## src/rtl/csrc_consts.svh

```systemverilog
// constants for the chip-select read cycle sequencer
`ifndef CSRC_CONSTS_SVH
`define CSRC_CONSTS_SVH

// ----------------------------------------------------------------
// widths
// ----------------------------------------------------------------
`define CSRC_ADDR_W     23
`define CSRC_DATA_W     16
`define CSRC_WS_W       4
`define CSRC_CS_N       2
`define CSRC_SYNC_W     18

// ----------------------------------------------------------------
// values and counts
// ----------------------------------------------------------------
`define CSRC_WS_ZERO    4'h0
`define CSRC_TURN_CLKS  2'h2
`define CSRC_TURN_ZERO  2'h0
`define CSRC_CS_IDLE    2'h3
`define CSRC_WARM_CLKS  2'h3
`define CSRC_ADDR_STEP  23'h000001

`endif

```

## src/rtl/csrc_pkg.sv

```systemverilog
// types shared by the chip-select read cycle sequencer
package csrc_pkg;

  // ----------------------------------------------------------------
  // sequencer states
  // ----------------------------------------------------------------
  typedef enum logic [2:0] {
    CSRC_IDLE,
    CSRC_START,
    CSRC_S0,
    CSRC_S1,
    CSRC_S2,
    CSRC_S3,
    CSRC_S4,
    CSRC_S5
  } csrc_state_e;

endpackage

```

## src/rtl/csrc_pin_sync.sv

```systemverilog
// two-stage synchroniser for pin inputs
`timescale 1ns/1ps
module csrc_pin_sync #(
  parameter int W = 1
) (
  input  wire logic         core_clk_i,
  input  wire logic         rst_i,
  input  wire logic [W-1:0] async_i,
  output logic      [W-1:0] sync_o
);

  logic [W-1:0] meta_reg;   // first stage, read only by second
  logic [W-1:0] sync_reg;   // second stage

  // ----------------------------------------------------------------
  // two flip-flops per bit
  // ----------------------------------------------------------------
  always_ff @(posedge core_clk_i) begin
    if (rst_i) begin
      meta_reg <= '0;
      sync_reg <= '0;
    end else begin
      meta_reg <= async_i;
      sync_reg <= meta_reg;
    end
  end

  assign sync_o = sync_reg;

endmodule

```

## src/rtl/csrc_read_cycle.sv

```systemverilog
// chip-select read cycle sequencer, bus master side
`timescale 1ns/1ps
`include "csrc_consts.svh"
module csrc_read_cycle
  import csrc_pkg::*;
(
  input  wire logic                      core_clk_i,
  input  wire logic                      rst_i,
  // requester side
  input  wire logic                      req_i,
  input  wire logic [`CSRC_ADDR_W-1:0]   req_addr_i,
  input  wire logic                      req_long_i,
  input  wire logic                      req_region_i,
  input  wire logic [`CSRC_WS_W-1:0]     wait_count_field_i,
  input  wire logic                      auto_ack_i,
  output logic                           req_ready_o,
  output logic [2*`CSRC_DATA_W-1:0]      rd_data_o,
  output logic                           rd_done_o,
  output logic                           wr_turn_ok_o,
  // external bus side
  input  wire logic                      bus_clk_i,
  output logic [`CSRC_ADDR_W-1:0]        addr_o,
  output logic                           addr_oe_n_o,
  output logic                           rw_o,
  output logic                           rw_oe_n_o,
  output logic [`CSRC_CS_N-1:0]          cs_n_o,
  output logic                           rd_strobe_n_o,
  input  wire logic                      cycle_done_ack_n_i,
  input  wire logic [`CSRC_DATA_W-1:0]   data_i,
  output logic [`CSRC_DATA_W-1:0]        data_o,
  output logic                           data_oe_n_o
);

  // ----------------------------------------------------------------
  // pin synchronisation and bus clock edges
  // ----------------------------------------------------------------
  logic [`CSRC_SYNC_W-1:0] pin_sync;    // {bus clock, ack, data}
  logic                    bclk_s;      // synced bus clock
  logic                    ack_n_s;     // synced acknowledge
  logic [`CSRC_DATA_W-1:0] data_s;      // synced read data
  logic                    bclk_d_reg;  // delayed bus clock
  logic                    rise;        // bus clock rising edge
  logic                    fall;        // bus clock falling edge
  logic [1:0]              warm_reg;    // clocks since reset, edges ignored until full
  logic [1:0]              warm_next;   // next warm-up count

  // pins pass two flops; data and clock share latency so they stay aligned
  csrc_pin_sync #(
    .W (`CSRC_SYNC_W)
  ) u_sync (
    .core_clk_i (core_clk_i),
    .rst_i      (rst_i),
    .async_i    ({bus_clk_i, cycle_done_ack_n_i, data_i}),
    .sync_o     (pin_sync)
  );

  assign bclk_s  = pin_sync[`CSRC_SYNC_W-1];
  assign ack_n_s = pin_sync[`CSRC_DATA_W];
  assign data_s  = pin_sync[`CSRC_DATA_W-1:0];
  assign rise    = bclk_s & ~bclk_d_reg & (warm_reg == `CSRC_WARM_CLKS);
  assign fall    = ~bclk_s & bclk_d_reg & (warm_reg == `CSRC_WARM_CLKS);

  // sync flops and edge flop hold reset zeros for a few clocks; a bus clock
  // pin already high would otherwise look like a rising edge right after reset
  always_comb begin
    warm_next = warm_reg;
    if (warm_reg != `CSRC_WARM_CLKS) begin
      warm_next = warm_reg + 2'h1;
    end
  end

  // ----------------------------------------------------------------
  // sequencer state
  // ----------------------------------------------------------------
  csrc_state_e                state_reg, state_next;       // bus state
  logic [`CSRC_ADDR_W-1:0]    addr_reg, addr_next;         // latched address
  logic                       long_reg, long_next;         // longword pending
  logic                       hi_reg, hi_next;             // high word in flight
  logic                       region_reg, region_next;     // selected region
  logic [`CSRC_WS_W-1:0]      ws_reg, ws_next;             // programmed waits
  logic [`CSRC_WS_W-1:0]      wcnt_reg, wcnt_next;         // waits left
  logic                       auto_reg, auto_next;         // auto-ack for region
  logic                       drive_reg, drive_next;       // address/rw driven
  logic                       strobe_reg, strobe_next;     // select and read on
  logic [2*`CSRC_DATA_W-1:0]  data_reg, data_next;         // captured word
  logic                       done_reg, done_next;         // completion pulse
  logic [1:0]                 turn_reg, turn_next;         // turnaround clocks
  logic                       ack_seen;                    // ack at this edge
  logic                       take;                        // request accepted

  // wait counter load value when starting an access
  function automatic logic [`CSRC_WS_W-1:0] wait_load(input logic [`CSRC_WS_W-1:0] ws);
    wait_load = ws;
  endfunction

  // accept while idle, or on the ending edge of a finished read
  assign take = req_i & ((state_reg == CSRC_IDLE) |
                ((state_reg == CSRC_S5) & rise & ~long_reg));

  // internal ack once waits run out, or slave ack after waits
  assign ack_seen = (wcnt_reg == `CSRC_WS_ZERO) & (auto_reg | ~ack_n_s);

  // ----------------------------------------------------------------
  // next-state logic
  // ----------------------------------------------------------------
  always_comb begin
    state_next  = state_reg;
    addr_next   = addr_reg;
    long_next   = long_reg;
    hi_next     = hi_reg;
    region_next = region_reg;
    ws_next     = ws_reg;
    wcnt_next   = wcnt_reg;
    auto_next   = auto_reg;
    drive_next  = drive_reg;
    strobe_next = strobe_reg;
    data_next   = data_reg;
    done_next   = 1'b0;
    turn_next   = turn_reg;
    // turnaround counts bus clocks after a read ends
    if (rise && turn_reg != `CSRC_TURN_ZERO) begin
      turn_next = turn_reg - 2'h1;
    end
    // latch a new request
    if (take) begin
      addr_next   = req_addr_i;
      long_next   = req_long_i;
      hi_next     = req_long_i;
      region_next = req_region_i;
      ws_next     = wait_count_field_i;
      auto_next   = auto_ack_i;
    end
    case (state_reg)
      // nothing on the bus
      CSRC_IDLE: begin
        if (take) begin
          state_next = CSRC_START;
        end
      end
      // wait for a rising edge to open S0
      CSRC_START: begin
        if (rise) begin
          state_next = CSRC_S0;
          drive_next = 1'b1;
          wcnt_next  = wait_load(ws_reg);
        end
      end
      // address valid; select follows on falling edge
      CSRC_S0: begin
        if (fall) begin
          state_next  = CSRC_S1;
          strobe_next = 1'b1;
        end
      end
      // select and read asserted
      CSRC_S1: begin
        if (rise) begin
          state_next = CSRC_S2;
        end
      end
      // data phase first half
      CSRC_S2: begin
        if (fall) begin
          state_next = CSRC_S3;
        end
      end
      // sample data with ack, else whole-clock waits
      CSRC_S3: begin
        if (rise) begin
          if (ack_seen) begin
            state_next = CSRC_S4;
            if (hi_reg) begin
              data_next[2*`CSRC_DATA_W-1:`CSRC_DATA_W] = data_s;
            end else begin
              data_next[`CSRC_DATA_W-1:0] = data_s;
              done_next = 1'b1;
            end
          end else if (wcnt_reg != `CSRC_WS_ZERO) begin
            wcnt_next = wcnt_reg - 4'h1;
          end
        end
      end
      // ack negated; strobes drop on next falling edge
      CSRC_S4: begin
        if (fall) begin
          state_next  = CSRC_S5;
          strobe_next = 1'b0;
        end
      end
      // ending rising edge releases bus or starts next access
      CSRC_S5: begin
        if (rise) begin
          turn_next = `CSRC_TURN_CLKS;
          if (long_reg && hi_reg) begin
            state_next = CSRC_S0;
            hi_next    = 1'b0;
            long_next  = 1'b0;
            addr_next  = addr_reg + `CSRC_ADDR_STEP;
            wcnt_next  = wait_load(ws_reg);
          end else if (take) begin
            state_next = CSRC_S0;
            wcnt_next  = wait_load(wait_count_field_i);
          end else begin
            state_next = CSRC_IDLE;
            drive_next = 1'b0;
          end
        end
      end
      default: begin
        state_next = CSRC_IDLE;
      end
    endcase
  end

  // ----------------------------------------------------------------
  // registers
  // ----------------------------------------------------------------
  always_ff @(posedge core_clk_i) begin
    if (rst_i) begin
      bclk_d_reg <= 1'b0;
      warm_reg   <= '0;
      state_reg  <= CSRC_IDLE;
      addr_reg   <= '0;
      long_reg   <= 1'b0;
      hi_reg     <= 1'b0;
      region_reg <= 1'b0;
      ws_reg     <= `CSRC_WS_ZERO;
      wcnt_reg   <= `CSRC_WS_ZERO;
      auto_reg   <= 1'b0;
      drive_reg  <= 1'b0;
      strobe_reg <= 1'b0;
      data_reg   <= '0;
      done_reg   <= 1'b0;
      turn_reg   <= `CSRC_TURN_ZERO;
    end else begin
      bclk_d_reg <= bclk_s;
      warm_reg   <= warm_next;
      state_reg  <= state_next;
      addr_reg   <= addr_next;
      long_reg   <= long_next;
      hi_reg     <= hi_next;
      region_reg <= region_next;
      ws_reg     <= ws_next;
      wcnt_reg   <= wcnt_next;
      auto_reg   <= auto_next;
      drive_reg  <= drive_next;
      strobe_reg <= strobe_next;
      data_reg   <= data_next;
      done_reg   <= done_next;
      turn_reg   <= turn_next;
    end
  end

  // ----------------------------------------------------------------
  // outputs
  // ----------------------------------------------------------------
  assign req_ready_o   = (state_reg == CSRC_IDLE) |
                         ((state_reg == CSRC_S5) & rise & ~long_reg);
  assign rd_data_o     = data_reg;
  assign rd_done_o     = done_reg;
  assign wr_turn_ok_o  = (turn_reg == `CSRC_TURN_ZERO) & ~drive_reg;
  assign addr_o        = addr_reg;
  assign addr_oe_n_o   = ~drive_reg;
  assign rw_o          = 1'b1;
  assign rw_oe_n_o     = ~drive_reg;
  // one select per region, low-true
  assign cs_n_o[0]     = ~(strobe_reg & ~region_reg);
  assign cs_n_o[1]     = ~(strobe_reg & region_reg);
  assign rd_strobe_n_o = ~strobe_reg;
  // read-only sequencer never drives the data bus
  assign data_o        = '0;
  assign data_oe_n_o   = 1'b1;

endmodule

```

## config.mk

```make
export PLATFORM = sky130hd
export DESIGN_NAME = csrc_read_cycle
export DESIGN_NICKNAME = d
export VERILOG_FILES = /design/src/rtl/csrc_pkg.sv /design/src/rtl/csrc_pin_sync.sv /design/src/rtl/csrc_read_cycle.sv
export VERILOG_INCLUDE_DIRS = /design/src /design/src/rtl
export SDC_FILE = /design/constraint.sdc
export NUM_CORES = 1
export LEC_CHECK = 0
export ABC_CLOCK_PERIOD_IN_PS = 2800
export BUFFER_PORTS_ARGS = -buffer_cell sky130_fd_sc_hd__buf_2
export CAP_MARGIN = 20
export CORE_MARGIN = 2
export CORE_UTILIZATION = 37
export DETAILED_ROUTE_END_ITERATION = 7
export MAX_ROUTING_LAYER = met4
export PLACE_DENSITY = 0.65
export SYNTH_ARGS = -nofsm -noshare
export SYNTH_HDL_FRONTEND = slang
export SYNTH_SLANG_ARGS = --single-unit
```

## constraint.sdc

```tcl
create_clock -name core_clk_i -period 2.8 [get_ports core_clk_i]
set_input_delay 0.28 -clock core_clk_i [delete_from_list [all_inputs] [get_ports core_clk_i]]
set_output_delay 0.28 -clock core_clk_i [all_outputs]
set_load 0.02 [all_outputs]
```

* After elaboration in Yosys (flattened, before gate mapping) *
Index checks and enable logic that the tools add are counted.

storage, ports and cells
  output and inout port bits = 81
  word-level logic and storage cells = 132
  ROM bits = 0
  RAM bits = 0
  input port bits = 51
  bits in latches = 0
  memories kept = 0
  bits in registers = 114

operators by class
  multipliers = 0
  bitwise operators = 26
  reductions and logical operators = 17
  equality and inequality tests = 23
  divide/modulo/power cells = 0
  $lt $le $gt $ge = 0
  mux-type cells = 44
  shift operators = 0
  add/subtract/negate cells = 4

operator list
  cell                   number
  $mux 23                4
  $mux 4                 7
  $ne 2x2->1 const B     14
  $mux 3                 9
  $pmux 3 s8             1
  $add 23x1->23 const B  1
  $mux 1                 15
  $not 1->1              13
  $eq 3x3->1 const B     4
  $pmux 4 s3             1
  $and 1x1->1            11
  $mux 2                 5
  $reduce_and 9->1       1
  $reduce_and 4->1       2
  $reduce_and 7->1       1
  $eq 3x2->1 const B     2
  $reduce_bool 2->1      3
  $reduce_and 5->1       1
  $logic_not 4->1        1
  $pmux 1 s2             2
  $reduce_bool 4->1      1
  $reduce_or 4->1        1
  $sub 4x1->4 const B    1
  $eq 3x1->1 const B     1
  other kinds (10)       12

* Logic depth before layout (Yosys ltp) *
  depth after elaboration = 11
  depth in mapped cells = 9
  gate-level depth less buffers = 7

* Hierarchy *
Synthesis repeated with hierarchy kept, for this count alone.

second synthesis, totals
  cell total of the unflattened synthesis = 526
  area total of the unflattened synthesis = 4833.4 um2

modules (own cells, without submodules)
  module           cells each  sequential area each (um2)  times used  area an instance (um2)
  csrc_read_cycle  451         1561.5                      1           3838.7
  csrc_pin_sync    75          720.7                       1           994.7

* Worst setup path after synthesis *
OpenSTA, ideal clock, no wires.

  kind = reg-to-reg
  from = reg warm_reg[0]
  to = reg addr_reg[14], in the netlist addr_o[14]
  cell stages (with the launch flop) = 8
  setup time = 0.132 ns
  path buffers = 1
  path slack = 0.877 ns
  period minus slack after synthesis = 1.923 ns
  data required time = 2.668 ns
  arrival = 1.791 ns
  cells stage by stage = dfxtp_1 ha_1 nand4b_2 o2bb2ai_2 a21oi_1 clkbuf_1 a211oi_1 a21oi_1

on the way
  longest elaborated chain between the ends = 10

ends and longest elaborated chain
  what                         line                    source
  from (decl)                  csrc_read_cycle.sv:44   logic [1:0] warm_reg;
  from (signal assigned)       csrc_read_cycle.sv:237  warm_reg <= warm_next;
  $eq 2x2->1 (no line) *       --
  $and 1x1->1 *                csrc_read_cycle.sv:60   assign rise = bclk_s & ~bclk_d_reg & (warm_reg == `CSRC_WARM_CLKS);
  $and 1x1->1 * (2 in series)  --
  $or 1x1->1 *                 --
  named net req_ready_o        csrc_read_cycle.sv:16   output logic req_ready_o,
  $and 1x1->1 *                csrc_read_cycle.sv:97   assign take = req_i & ((state_reg == CSRC_IDLE) |
  $mux 23 *                    csrc_read_cycle.sv:125  if (take) begin
  $mux 23                      csrc_read_cycle.sv:194  if (long_reg && hi_reg) begin
  $mux 23                      csrc_read_cycle.sv:192  if (rise) begin
  $mux 23 *                    csrc_read_cycle.sv:133  case (state_reg)
  to (signal assigned)         csrc_read_cycle.sv:239  addr_reg <= addr_next;
  to (decl)                    csrc_read_cycle.sv:76   logic [`CSRC_ADDR_W-1:0] addr_reg, addr_next;

Mark *: on every way through the listed nets, which the timed path passes. The rest lies on a longest branch.
A chain may end at the register's enable or synchronous reset.

* Worst setup path after layout *
  from = reg warm_reg[0]
  to = reg addr_reg[9], in the netlist addr_o[9]

on the way
  longest elaborated chain between the ends = 10

ends and longest elaborated chain
  what                       line                    source
  $eq 2x2->1 (no line) *     --
  $and 1x1->1 *              csrc_read_cycle.sv:60
  $and 1x1->1 (2 in series)  csrc_read_cycle.sv:98   ((state_reg == CSRC_S5) & rise & ~long_reg));
  $or 1x1->1                 csrc_read_cycle.sv:97
  $and 1x1->1                csrc_read_cycle.sv:97
  $mux 23                    csrc_read_cycle.sv:125
  $mux 23                    csrc_read_cycle.sv:194
  $mux 23                    csrc_read_cycle.sv:192
  $mux 23 *                  csrc_read_cycle.sv:133

Every way passes the cells marked *; elsewhere a longest branch is shown, timed or not.

==> run metrics <==
worst hold stages=2; Max Clock Freq=426.4 MHz; CP Max Fanout=12; max_slew headroom=33.75%; Core ar.=0.01272 mm^2; shortest period the worst path allows=2.345 ns; Lkg Pwr=2.615 nW; CTS-repair resized insts=0; Yosys top cell area share=47.02%; EDFF count, synth=0; Iter 0 DRT Violations=210; antenna violations before repair=0; top cells by area, synth=dfxtp_1 47%, mux2i_1 7.0%, nor2_1 5.4%; per-cell routed wire length=13.61 um; Syn Inst Count=544; Critical Path AT=2.67 ns; root buffer cell=clkbuf_16; largest net degree at the start of global routing=68; FF+latch count, synth=114; Seq/Total Area, Yosys=47.02%; buffers added on ports=113; Clock Latency Late Sink=0.41 ns; cell taking the most area after synthesis=dfxtp_1; Antenna diodes=0; Pwr per Cell Area=666.6 mW/mm^2; Setup Total Neg Slack=0 ns; WS Path Type=reg2reg; DR vias/cell=4.902; WL final=11.39 mm; total CTS buffers=17; Post-synth top flop=dfxtp_1; CP Data Required Time=3.13 ns; Final Slew Violations=0; synthesized cell area=0.004853 mm^2; # setup viols final=0; number of setup buffers added after CTS=0; Clock Skew=0.007307 ns; post-synth cell types=53; worst r2r path cells=7; Max Root-Sink Buffers=2; Starting Density=38.15%; CTS tree=built; Layout Area Growth over Synthesis=25.01%; number of global-route vias before repair=3,798; share of cells above drive strength 1=25.11%; total clock sinks=114; Max Cap Viol=0; Die X-Extent=118.5 um; Hold WC Path Type=in2reg; H-Tree Level Count=4; Clock transition at path regs=0.06 ns; startpoint types=flop; Final HPWL DP=7.845 mm; Syn Area/Cell=8.922 um^2; gr ovfl total=0; Worst Max-Slew Pin Slew=0.9938 ns; VDD IR max=0.0005881 V; RSZ-0062 raised after global routing=no; status=finished clean; First-pass DRT Iterations=4; reg2reg setup slack=0.45 ns; max reg flops=32; number of antenna-violating nets in the routed design=0; Final #Nets=707; total die area=0.01405 mm^2; die height=118.5 um; Site Rows=41; first-pass GRT wire length=18.49 mm; nature of the critical path endpoint=flop; RD Place Congestion=0.8845; Async SR Flop Fraction=0%; synth warn=0; GRT Util Overall=16.72%; hold violation total from the final report=0; Finished Core Util=47.69%; final period utilization=83.76%; cts hold-fix bufs=0; vias=4,103; I/O pin count=132; DRC viols=0
## routing by layer
layer	global-route usage (%)	share of wire, %
met3	5.550	7.2
met4	5.283	0.81
met2	25.75	47
met1	20.72	45
met5	-	0
## path summary, 6_finish.rpt
check / to / startpoint
hold reg to reg: u_sync.sync_o[11]$_SDFF_PP0_ / u_sync.meta_reg[11]$_SDFF_PP0_
setup / recovery: addr_o[9]$_SDFF_PP0_ / warm_reg[0]$_SDFFE_PP0P_
setup reg to reg: addr_o[9]$_SDFF_PP0_ / warm_reg[0]$_SDFFE_PP0P_
hold / removal: u_sync.meta_reg[7]$_SDFF_PP0_ / data_i[7]
## cell families after synthesis
group / synth area share, %
xor gates and xnor gates: 0.9023
muxes: 7.012
AOI/OAI and AO/OA: 13.02
buffers and inverters: 7.321
and+or+nand+nor: 23.54
DFF: 47.02
adders and majority gates: 1.031
other: 0.1547
## critical path, cell delays in order (launching register included)
cell and delay [ns]:
dfxtp_1 0.32, ha_1 0.27, nand4b_2 0.22, o2bb2ai_2 0.11, a21oi_1 0.79, buf_4 0.31, o21ai_1 0.08, a31oi_1 0.16
## cells in the final DEF (no fill, tap or decap), types with 2 or more instances in the layout
| master | instances |
|---|---|
| and4_1 | 2 |
| ha_1 | 4 |
| and2_1 | 6 |
| a2bb2oi_1 | 2 |
| xor2_1 | 4 |
| mux2i_1 | 34 |
| conb_1 | 18 |
| o21ai_0 | 12 |
| nor2_1 | 70 |
| or3_1 | 2 |
| a211oi_1 | 7 |
| o2111ai_1 | 3 |
| inv_1 | 16 |
| a32oi_1 | 2 |
| nor4_2 | 5 |
| a311oi_1 | 3 |
| nor3b_1 | 2 |
| nand2b_1 | 2 |
| nor2b_1 | 41 |
| a22oi_1 | 9 |
| and3_1 | 3 |
| buf_4 | 9 |
| nand4_1 | 8 |
| clkinvlp_4 | 5 |
| inv_6 | 2 |
| a21oi_1 | 34 |
| nor3_1 | 10 |
| nand3b_1 | 3 |
| a31oi_1 | 9 |
| clkbuf_16 | 17 |
| buf_2 | 112 |
| o21ai_1 | 12 |
| clkinv_2 | 2 |
| dfxtp_1 | 114 |
| nand2_1 | 45 |
| nand3_1 | 9 |
| clkbuf_8 | 3 |
## stage by stage
stage | hold WS, ns | instance area [um^2] | total power, mW | std cells | worst slack, ns
after floorplan | 0.4082 | 4913 | 1.943 | 560 | 0.8770
after global placement | 0.4151 | 5493 | 2.014 | 805 | 0.5527
after detailed placement | 0.4231 | 5493 | 2.024 | 805 | 0.4325
after CTS | 0.06604 | 6067 | 4.087 | 837 | 0.4194
after global routing | 0.07786 | 6067 | 4.197 | 837 | 0.2026
final | 0.08016 | 6067 | 4.044 | 837 | 0.4548
## power by group
| group | internal (mW) | switching, mW |
|---|---|---|
| Clock | 1.29 | 0.763 |
| Sequential | 1.68 | 0.0498 |
| Combinational | 0.0998 | 0.156 |
| Total | 3.07 | 0.969 |
## Yosys cell counts (6+ instances only)
master    count
buf_4        21
clkbuf_1     17
and2_1        6
buf_2         8
o21ai_1      12
nand4_1       8
o21ai_0      12
nand3_1       9
dfxtp_1     114
a31oi_1       9
nor2_1       70
nor3_1       11
inv_1        16
nor2b_1      41
mux2i_1      34
a211oi_1      7
a21oi_1      34
nand2_1      45
a22oi_1       9
## cell type report
type | instances | area, um^2
clock buffer | 21 | 470.5
tap | 172 | 215.2
clock inverter | 11 | 103.9
inverter | 16 | 60.06
timing repair buffer | 122 | 648.1
multi-input combinational | 381 | 2287
sequential | 114 | 2282
fill | 1268 | 6655
Note: power is estimated with default switching activity, not from simulation.
